===== src/core/wc_cfg.svh =====
// Offsets, input positions, reset values and timing of the weld input logic.
// Included by the package; holds definitions only.
`ifndef WC_CFG_SVH
`define WC_CFG_SVH
// Timing
`define WC_CLK_KHZ  100000
`define WC_HOLD_MS  5
`define WC_DELAY_S  60
`define WC_FILT_W   20
`define WC_MS_W     17
`define WC_DLY_W    33
// Input function positions
`define WC_NIN      31
`define WC_I_ACT    0
`define WC_I_TRIG   1
`define WC_I_HOME   2
`define WC_I_ABORT  3
`define WC_I_GND    4
`define WC_I_ILK    5
`define WC_I_PART   6
`define WC_I_RF     7
`define WC_I_RFOK   11
`define WC_I_CABLE  12
`define WC_I_LOCK   13
`define WC_I_AMP    14
`define WC_I_SCAN   15
`define WC_I_ARST   16
`define WC_I_SEEK   17
`define WC_I_HOLD   18
`define WC_I_XST    19
`define WC_I_TEST   20
`define WC_I_PLOAD  21
`define WC_I_FCTR   22
`define WC_I_PSEL   23
`define WC_I_INH    29
`define WC_I_BEGIN  30
// Register byte offsets
`define WC_A_CTRL   8'h00
`define WC_A_POL    8'h04
`define WC_A_SCRUB  8'h08
`define WC_A_CUT    8'h0c
`define WC_A_STAT   8'h10
`define WC_A_LVL    8'h14
// Control register bits
`define WC_C_MAN    0
`define WC_C_PART   1
`define WC_C_CABLE  2
`define WC_C_AMPX   3
`define WC_C_RFBIN  4
`define WC_C_ABRST  5
`define WC_C_INDET  6
// Reset values
`define WC_CTRL_RST  8'h01
`define WC_SCRUB_RST 16'h0064
`define WC_CUT_RST   16'h03e8
`endif


===== src/core/wc_pkg.sv =====
// Types of the weld input logic: bus carriers, outputs, state.
// Assumes wc_cfg.svh is on the include path.
package wc_pkg;
	`include "wc_cfg.svh"
	typedef enum logic [2:0] {
		st_idle = 3'b000, st_arm  = 3'b001, st_weld = 3'b011,
		st_done = 3'b010, st_seek = 3'b110, st_scan = 3'b111,
		st_test = 3'b101, st_lock = 3'b100
	} wc_state_t;
	typedef struct packed {
		logic        cyc;
		logic        stb;
		logic        we;
		logic [7:0]  adr;
		logic [3:0]  sel;
		logic [31:0] dat;
	} wc_wb_req_t;
	typedef struct packed {
		logic        ack;
		logic [31:0] dat;
	} wc_wb_rsp_t;
	typedef struct packed {
		logic       sonics;
		logic       amp2;
		logic       seek;
		logic       ready;
		logic       busy;
		logic       home;
		logic       alarm;
		logic       lock;
		logic       rf_ok;
		logic       preset_stb;
		logic       center_stb;
		logic [3:0] relay;
		logic [5:0] preset;
	} wc_out_t;
	typedef struct packed {
		logic [`WC_NIN-1:0]                 s1;
		logic [`WC_NIN-1:0]                 s2;
		logic [`WC_NIN-1:0]                 s3;
		logic [`WC_NIN-1:0]                 lvl;
		logic [`WC_NIN-1:0][`WC_FILT_W-1:0] fcnt;
		logic [`WC_NIN-1:0]                 fn_q;
		logic [`WC_NIN-1:0]                 pol;
		logic [7:0]                         ctrl;
		logic [15:0]                        scrub;
		logic [15:0]                        cutoff;
		wc_state_t                          st;
		logic [`WC_FILT_W-1:0]              boot_cnt;
		logic                               booted;
		logic                               act_en;
		logic                               alarm;
		logic                               need_cyc;
		logic [`WC_DLY_W-1:0]               dcnt;
		logic [`WC_MS_W-1:0]                ms_pre;
		logic                               scrub_run;
		logic [15:0]                        scrub_cnt;
		logic [15:0]                        cut_cnt;
		wc_wb_rsp_t                         wb;
		wc_out_t                            o;
	} wc_st_t;
endpackage : wc_pkg


===== src/core/wc_input_ctrl.sv =====
// Weld cycle control driven by discrete automation inputs, with a
// classic Wishbone register slave. Pins are asynchronous to clk_i.
//
// The register offsets and register access over Wishbone are this design's own decisions.
`timescale 1ns/1ps
`include "wc_cfg.svh"
module wc_input_ctrl #(
	parameter int unsigned     FILT_CYC  = `WC_HOLD_MS * `WC_CLK_KHZ,
	parameter int unsigned     MS_CYC    = `WC_CLK_KHZ,
	parameter longint unsigned DELAY_CYC = 64'(`WC_DELAY_S) * 1000 *
		`WC_CLK_KHZ
) (
	// Clock, reset, enable
	input  logic               clk_i,
	input  logic               rst_i,
	input  logic               ce_i,
	// Discrete input pins
	input  logic [`WC_NIN-1:0] pins_i,
	// Register bus
	input  wc_pkg::wc_wb_req_t wb_i,
	output wc_pkg::wc_wb_rsp_t wb_o,
	// Weld control
	output wc_pkg::wc_out_t    ctl_o
);
	import wc_pkg::*;

	localparam logic [`WC_FILT_W-1:0] FILT_M1  = `WC_FILT_W'(FILT_CYC - 1);
	localparam logic [`WC_FILT_W-1:0] BOOT_END = `WC_FILT_W'(FILT_CYC + 3);
	localparam logic [`WC_MS_W-1:0]   MS_M1    = `WC_MS_W'(MS_CYC - 1);
	localparam logic [`WC_DLY_W-1:0]  DLY_M1   = `WC_DLY_W'(DELAY_CYC - 1);

	wc_st_t                              r;
	wc_st_t                              next_r;
	logic   [`WC_NIN-1:0]                lvl_n;
	logic   [`WC_NIN-1:0][`WC_FILT_W-1:0] fcnt_n;
	logic   [`WC_NIN-1:0]                fn;
	logic   [`WC_NIN-1:0]                rise;
	logic                                tick;
	logic                                cab_bad;
	logic                                son_ok;
	logic                                start_ok;
	logic                                start_rq;
	logic                                start_hold;
	logic                                scrub_exp;
	logic                                cut_hit;
	logic                                weld_end;
	logic                                acc;
	logic   [31:0]                       wdat;
	logic   [31:0]                       rdat;

	// Byte-lane merge of a write into an old register value
	function automatic logic [31:0] merge(input logic [31:0] old,
		input logic [31:0] dat, input logic [3:0] sel);
		logic [31:0] res;
		res = old;
		for (int b = 0; b < 4; b++) begin
			if (sel[b]) begin
				res[8*b +: 8] = dat[8*b +: 8];
			end
		end
		return res;
	endfunction : merge

	// Per input: a change is taken once s2 and s3 agree for FILT_CYC
	for (genvar i = 0; i < `WC_NIN; i++) begin : g_filt
		logic chg;
		assign chg = (r.s2[i] == r.s3[i]) && (r.s3[i] != r.lvl[i]);
		assign lvl_n[i] = (chg && r.fcnt[i] == FILT_M1) ? r.s3[i]
			: r.lvl[i];
		assign fcnt_n[i] = (chg && r.fcnt[i] != FILT_M1)
			? r.fcnt[i] + 1'b1 : '0;
	end

	// Polarity, manual-mode gate and derived conditions
	always_comb begin
		fn = (r.lvl ^ r.pol) & {`WC_NIN{r.ctrl[`WC_C_MAN]}};
		rise = fn & ~r.fn_q;
		tick = (r.ms_pre == MS_M1);
		cab_bad = r.ctrl[`WC_C_CABLE] && !fn[`WC_I_CABLE];
		son_ok = !cab_bad && !fn[`WC_I_INH];
		start_hold = fn[`WC_I_XST] || fn[`WC_I_BEGIN];
		start_rq = rise[`WC_I_XST] || rise[`WC_I_BEGIN];
		start_ok = r.booted && !fn[`WC_I_ABORT] && !r.alarm &&
			!r.need_cyc && (!r.act_en || fn[`WC_I_ILK]) &&
			(!r.act_en || !r.ctrl[`WC_C_PART] ||
			fn[`WC_I_PART]);
		scrub_exp = r.scrub_run && (r.scrub_cnt >= r.scrub);
		cut_hit = (r.cutoff != 16'h0000) && (r.cut_cnt >= r.cutoff);
		weld_end = cab_bad || scrub_exp || cut_hit ||
			(!(r.ctrl[`WC_C_INDET] && fn[`WC_I_INH]) &&
			!start_hold);
		acc = wb_i.cyc && wb_i.stb && !r.wb.ack;
	end

	// Register read mux
	always_comb begin
		case (wb_i.adr)
			`WC_A_CTRL:  rdat = {24'h00_0000, r.ctrl};
			`WC_A_POL:   rdat = {1'b0, r.pol};
			`WC_A_SCRUB: rdat = {16'h0000, r.scrub};
			`WC_A_CUT:   rdat = {16'h0000, r.cutoff};
			`WC_A_STAT:  rdat = {9'h000, r.st, r.booted, r.act_en,
				r.alarm, r.need_cyc, r.o[15:0]};
			`WC_A_LVL:   rdat = {1'b0, fn};
			default:     rdat = 32'h0000_0000;
		endcase
	end

	// Next state of the whole block
	always_comb begin
		next_r = r;
		wdat = 32'h0000_0000;
		next_r.s1 = pins_i;
		next_r.s2 = r.s1;
		next_r.s3 = r.s2;
		next_r.lvl = lvl_n;
		next_r.fcnt = fcnt_n;
		next_r.fn_q = fn;
		next_r.ms_pre = tick ? '0 : r.ms_pre + 1'b1;
		// Actuator present sampled once the filter has settled
		if (!r.booted) begin
			next_r.boot_cnt = r.boot_cnt + 1'b1;
			if (r.boot_cnt == BOOT_END) begin
				next_r.booted = 1'b1;
				next_r.act_en = fn[`WC_I_ACT];
			end
		end
		// Bus slave, one wait state, writes refused under panel lock
		next_r.wb.ack = acc;
		next_r.wb.dat = acc ? rdat : 32'h0000_0000;
		// Write lands at the edge that samples ack high, request still held
		if (r.wb.ack && wb_i.cyc && wb_i.stb && wb_i.we &&
			!fn[`WC_I_LOCK]) begin
			case (wb_i.adr)
				`WC_A_CTRL: begin
					wdat = merge({24'h00_0000, r.ctrl}, wb_i.dat, wb_i.sel);
					next_r.ctrl = wdat[7:0];
				end
				`WC_A_POL: begin
					wdat = merge({1'b0, r.pol}, wb_i.dat, wb_i.sel);
					next_r.pol = wdat[`WC_NIN-1:0];
				end
				`WC_A_SCRUB: begin
					wdat = merge({16'h0000, r.scrub}, wb_i.dat, wb_i.sel);
					next_r.scrub = wdat[15:0];
				end
				`WC_A_CUT: begin
					wdat = merge({16'h0000, r.cutoff}, wb_i.dat, wb_i.sel);
					next_r.cutoff = wdat[15:0];
				end
				default: begin
					wdat = 32'h0000_0000;
				end
			endcase
		end
		// Inputs must all drop after a hold-off abort
		if (r.need_cyc && fn == '0) begin
			next_r.need_cyc = 1'b0;
		end
		// Weld cycle sequence
		case (r.st)
			st_idle: begin
				next_r.dcnt = '0;
				next_r.cut_cnt = 16'h0000;
				next_r.scrub_run = 1'b0;
				if (start_rq && start_ok) begin
					next_r.st = st_arm;
				end else if (r.booted && !r.alarm && !r.need_cyc) begin
					if (rise[`WC_I_SCAN]) begin
						next_r.st = st_scan;
					end else if (rise[`WC_I_TEST]) begin
						next_r.st = st_test;
					end else if (rise[`WC_I_SEEK]) begin
						next_r.st = st_seek;
					end
				end
			end
			st_arm: begin
				if (fn[`WC_I_HOLD]) begin
					next_r.dcnt = r.dcnt + 1'b1;
					if (r.dcnt == DLY_M1) begin
						next_r.st = st_idle;
						next_r.need_cyc = 1'b1;
					end
				end else if (!r.act_en || fn[`WC_I_TRIG]) begin
					next_r.st = st_weld;
				end else begin
					next_r.dcnt = '0;
				end
			end
			st_weld: begin
				if (tick) begin
					next_r.cut_cnt = r.cut_cnt + 1'b1;
					next_r.scrub_cnt = r.scrub_cnt + 1'b1;
				end
				if (rise[`WC_I_GND] && !r.scrub_run) begin
					next_r.scrub_run = 1'b1;
					next_r.scrub_cnt = 16'h0000;
				end
				if (weld_end) begin
					next_r.st = st_done;
				end
			end
			st_done: begin
				if (!start_hold) begin
					next_r.st = st_idle;
				end
			end
			st_seek: begin
				if (!fn[`WC_I_SEEK]) begin
					next_r.st = st_idle;
				end
			end
			st_scan: begin
				if (!fn[`WC_I_SCAN]) begin
					next_r.st = st_idle;
				end
			end
			st_test: begin
				if (!fn[`WC_I_TEST]) begin
					next_r.st = st_idle;
				end
			end
			st_lock: begin
				next_r.st = st_lock;
			end
			default: begin
				next_r.st = st_idle;
			end
		endcase
		// Abort ends any activity, optionally latching an alarm
		if (fn[`WC_I_ABORT] && r.st != st_idle && r.st != st_lock) begin
			next_r.st = r.ctrl[`WC_C_ABRST] ? st_lock : st_idle;
			next_r.alarm = r.ctrl[`WC_C_ABRST];
		end
		// Alarm reset clears latched alarm and hold-off lockout
		if (rise[`WC_I_ARST]) begin
			next_r.alarm = 1'b0;
			next_r.need_cyc = 1'b0;
			if (next_r.st == st_lock) begin
				next_r.st = st_idle;
			end
		end
		// Registered outputs
		next_r.o.sonics = son_ok && !scrub_exp &&
			((next_r.st == st_weld) || (next_r.st == st_seek) ||
			(next_r.st == st_scan) || (next_r.st == st_test));
		next_r.o.seek = (next_r.st == st_seek);
		next_r.o.amp2 = (next_r.st == st_weld) &&
			r.ctrl[`WC_C_AMPX] && fn[`WC_I_AMP];
		next_r.o.ready = (next_r.st == st_idle) && r.booted &&
			!next_r.alarm && !next_r.need_cyc;
		next_r.o.busy = (next_r.st != st_idle) && (next_r.st != st_lock);
		next_r.o.home = r.act_en && fn[`WC_I_HOME];
		next_r.o.alarm = next_r.alarm;
		next_r.o.lock = fn[`WC_I_LOCK];
		next_r.o.rf_ok = fn[`WC_I_RFOK];
		if (r.ctrl[`WC_C_RFBIN]) begin
			next_r.o.relay = fn[`WC_I_RF +: 4];
		end else begin
			next_r.o.relay = 4'h0;
			for (int k = 3; k >= 0; k--) begin
				if (fn[`WC_I_RF + k]) begin
					next_r.o.relay = 4'(k + 1);
				end
			end
		end
		next_r.o.preset_stb = rise[`WC_I_PLOAD];
		if (rise[`WC_I_PLOAD]) begin
			next_r.o.preset = fn[`WC_I_PSEL +: 6];
		end
		next_r.o.center_stb = rise[`WC_I_FCTR];
	end

	// State register, frozen while ce_i is low
	always_ff @(posedge clk_i) begin
		if (rst_i) begin
			r <= '0;
			r.ctrl <= `WC_CTRL_RST;
			r.scrub <= `WC_SCRUB_RST;
			r.cutoff <= `WC_CUT_RST;
		end else if (ce_i) begin
			r <= next_r;
		end
	end

	assign wb_o = r.wb;
	assign ctl_o = r.o;
endmodule : wc_input_ctrl


===== config.mk =====
export PLATFORM = sky130hd
export DESIGN_NAME = wc_input_ctrl
export DESIGN_NICKNAME = d
export VERILOG_FILES = /design/src/core/wc_pkg.sv /design/src/core/wc_input_ctrl.sv
export VERILOG_INCLUDE_DIRS = /design/src /design/src/core
export SDC_FILE = /design/constraint.sdc
export NUM_CORES = 2
export LEC_CHECK = 0
export ABC_AREA = 0
export BUFFER_PORTS_ARGS = -buffer_cell sky130_fd_sc_hd__buf_2
export CORE_UTILIZATION = 45
export CTS_BUF_LIST = sky130_fd_sc_hd__clkbuf_8
export CTS_CLUSTER_SIZE = 12
export DETAILED_ROUTE_END_ITERATION = 12
export GPL_ROUTABILITY_DRIVEN = 0
export SYNTH_ARGS = -nofsm -noshare
export SYNTH_HDL_FRONTEND = slang
export SYNTH_SLANG_ARGS = --single-unit

===== constraint.sdc =====
create_clock -name clk_i -period 2.4 [get_ports clk_i]
set_input_delay 0.24 -clock clk_i [delete_from_list [all_inputs] [get_ports clk_i]]
set_output_delay 0.24 -clock clk_i [all_outputs]
set_load 0.01 [all_outputs]

==> impl_metrics.yaml <==
grt:
  grt_pass1_wl_mm: 183
  grt_pass1_vias: 35900
  overflow: 0
  antenna_found_initial: 3
  grt_max_degree: 62
  globalRouteTotalUtil_pct: 21.7
final_layout:
  drive_gt1_share_pct: 12.5
  post-route-util_pct: 53.4
  instances_no_fill: 7282
  final_cell_area_mm2: 0.0534
  syn_to_final_growth_pct: 17.7
  fin_nets: 5998
worst_hold_path:
  hold_path_end: "wb_o[16]"
  worstHoldStart: "wb_i[38]"
  whs_path_depth: 5
  hp-class: "in2reg"
flow_run:
  maxCapViolations: 0
clocking:
  clock-sinks: 986
  cts_buffer_depth: 3
  cts-root-buf: "clkbuf_8"
  numCtsBuffers: 169
  cts_tree: "yes"
  clkLatencyLatePin_ns: 0.85
  clkSlewWorstSetupHoldPaths_ns: 0.06
  htree_levels: 4
timing:
  fmax_mhz: 422
  worst_slew_pin_slew_ns: 0.680
  slew_viol_final: 0
  hold_viol: 0
  skew_ns: 0.0509
  setup_tns_ns: 0
  finalSetupViolations: 0
  slew_headroom_pct: 54.5
  rsz0062_at_grt: "yes"
  period_needed_ns: 2.37
  period_share_pct: 98.8
  timing.hold.ws_ns: 0.114
critical_path:
  crit_path_start_kind: "input port"
  r2r_slack_ns: 0.07
  endpoint_kind: "register"
  reg2regPathDepth: 9
  worstPathArrival_ns: 3.15
  rr_startpoint: "r[188]"
  worstPathRequired_ns: 3.18
  r2r_end: "ctl_o[18]"
  critPathMaxFanout: 17
  worstSetupPathType: "in2reg"
die:
  die_w_um: 320
  pin_count: 135
  fp-row-count: 116
  fp.dieArea_mm2: 0.102
  initial_utilization_pct: 45.4
  die_h_um: 320
  core_mm2: 0.100
place:
  dp.final_hpwl_mm: 79.0
  io_buffer_count: 132
  dpl_cell_area_mm2: 0.0488
  dpl.cell_count: 6881
synthesis:
  synth_area_per_cell_um2: 8.33
  async_flop_share_pct: 0
  synth_seq_cells: 986
  yosysTopAreaCell: "dfxtp_1"
  ys.flop_type: "dfxtp_1"
  seq_area_frac_synth_pct: 43.5
  synth_cell_types: 92
  syn-num-nets: 5596
  yosys-top-cells-area: "dfxtp_1, nor2_1, xor2_1, nand2_1, xnor2_1"
  synth_top_cell_area_share_pct: 43.5
  syn_area_mm2: 0.0454
  synth_warnings: 0
  synth_edf_count: 0
  synth_cells: 5447
route:
  vias: 38400
  first_pass_iters: 6
  post_drt_wl_per_cell_um: 15.4
  drtIter0Drc: 2458
  ant_nets: 0
  routed_wl_mm: 112
  viasPerCell: 5.27
  drcViolationCount: 0
power_and_ir_drop:
  p_leak_nw: 19.6
  vdd_drop_max_mv: 0.491
  p_sw_mw: 7.78
  seqPwrFrac_pct: 49.9
  comb_power_share_pct: 3.5
  clkPwrFrac_pct: 46.6
  p_sw_share_pct: 23.5
  p_int_mw: 25.3
  powerDensity_mw_per_mm2: 620
run_status:
  status: "completed"
area by class of cell:
| type | instances | area [um2] |
|---|---|---|
| fill | 9356 | 46600 |
| multi-input combinational | 4122 | 24300 |
| sequential | 986 | 19800 |
| timing repair buffer | 496 | 4000 |
| clock buffer | 216 | 2970 |
| tap | 1298 | 1620 |
| clock inverter | 88 | 497 |
| inverter | 74 | 285 |
| antenna | 2 | 5.00 |
synthesized netlist by cell type (51+ instances only):
cell type  count
mux2i_1      139
buf_2         51
inv_1         72
ha_1          68
nor4_1        66
nand4_1      211
xnor2_1      196
o21ai_0      137
nor3_1       113
nor2_1      1089
or3_1         61
and3_1       103
buf_4         54
a21oi_1      259
clkbuf_1     147
nand3_1      274
xor2_1       444
dfxtp_1      986
nand2_1      560
repair_timing:
item,CTS,global route
hold buffers,93,0
endpoints found under the setup margin,3,106
resized for setup,5,35
buffers inserted,0,2
endpoints found under the hold margin,244,0
pin swaps,3,8
flip-flops by register name, indices dropped and copies added (netlist names):
name and flops:
r 873, wb_o 32, next_r 62, ctl_o 19
power groups by stage:
stage | sequential (mW) | combinational (mW) | clock [mW]
6_report | 16.5 | 1.17 | 15.4
5_1_grt | 16.5 | 1.26 | 16.6
4_1_cts | 16.5 | 1.17 | 15.9
3_5_place_dp | 16.9 | 1.04 | 0
3_3_place_gp | 16.9 | 1.04 | 0
2_1_floorplan | 16.8 | 0.584 | 0
cells in the final DEF (no fill, tap or decap), types with 12 or more instances in the layout:
| master | instances |
|---|---|
| clkbuf_8 | 216 |
| nand3b_1 | 20 |
| dfxtp_1 | 977 |
| o21bai_1 | 12 |
| nand3_1 | 274 |
| nor2_1 | 1087 |
| dlygate4sd3_1 | 93 |
| a22oi_1 | 27 |
| or3_1 | 61 |
| nor4b_1 | 33 |
| ha_1 | 61 |
| buf_2 | 130 |
| o21bai_2 | 19 |
| nand2b_1 | 25 |
| nand2_1 | 560 |
| inv_1 | 130 |
| or4b_1 | 18 |
| clkinv_2 | 12 |
| buf_4 | 243 |
| xnor2_1 | 196 |
| nand4_1 | 211 |
| nor4_1 | 64 |
| o22ai_1 | 12 |
| o21ai_0 | 136 |
| xor2_1 | 443 |
| a21oi_1 | 258 |
| nor2b_1 | 13 |
| nor3_1 | 106 |
| nor3_2 | 12 |
| and3_1 | 102 |
| buf_12 | 28 |
| or4_1 | 27 |
| mux2i_1 | 139 |
| and4_1 | 19 |
cells by family after synthesis:
kind of cell	after synthesis	share of synthesized area (%)
XOR/XNOR	641	12.4
multiplexers	140	3.09
AO/OA/AOI/OAI	576	7.73
other	1	0.00827
AND/OR/NAND/NOR	2696	28.0
flip-flops	986	43.5
adder cells (fa/ha/maj)	68	1.88
buffers and inverters	339	3.43
metrics by stage:
step / power (mW) / setup WS (ns)
global placement: 17.9 / -0.0503
detailed placement: 17.9 / -0.0662
finish: 33.1 / 0.0292
CTS: 33.6 / 0.00181
global route: 34.4 / -0.00730
floorplan: 17.4 / 0.131
per-layer routing:
layer / GRT usage (%) / up-vias / routed length [um]
li1: - / 19500 / -
met1: 29.7 / 17900 / 54000
met2: 33.8 / 798 / 48900
met3: 4.00 / 205 / 5830
met4: 8.08 / 2 / 3280
met5: 0 / - / 10
worst max path at each step:
stage                 to    from
2_1_floorplan  ctl_o[18]  r[185]
3_3_place_gp   ctl_o[18]  r[185]
3_5_place_dp   ctl_o[18]  r[185]
4_1_cts            r[84]   r[87]
5_1_grt            r[69]   r[88]
6_report        wb_o[20]    ce_i
worst max-delay path, stage by stage:
cell and delay, ns:
dlygate4sd3_1 0.56, buf_8 0.28, nand3_1 0.23, dlygate4sd3_1 0.65, or2_2 0.34, nor2_1 0.55
a22oi_1 0.14, nor2_1 0.12
Power figures use the tool's default switching activity.
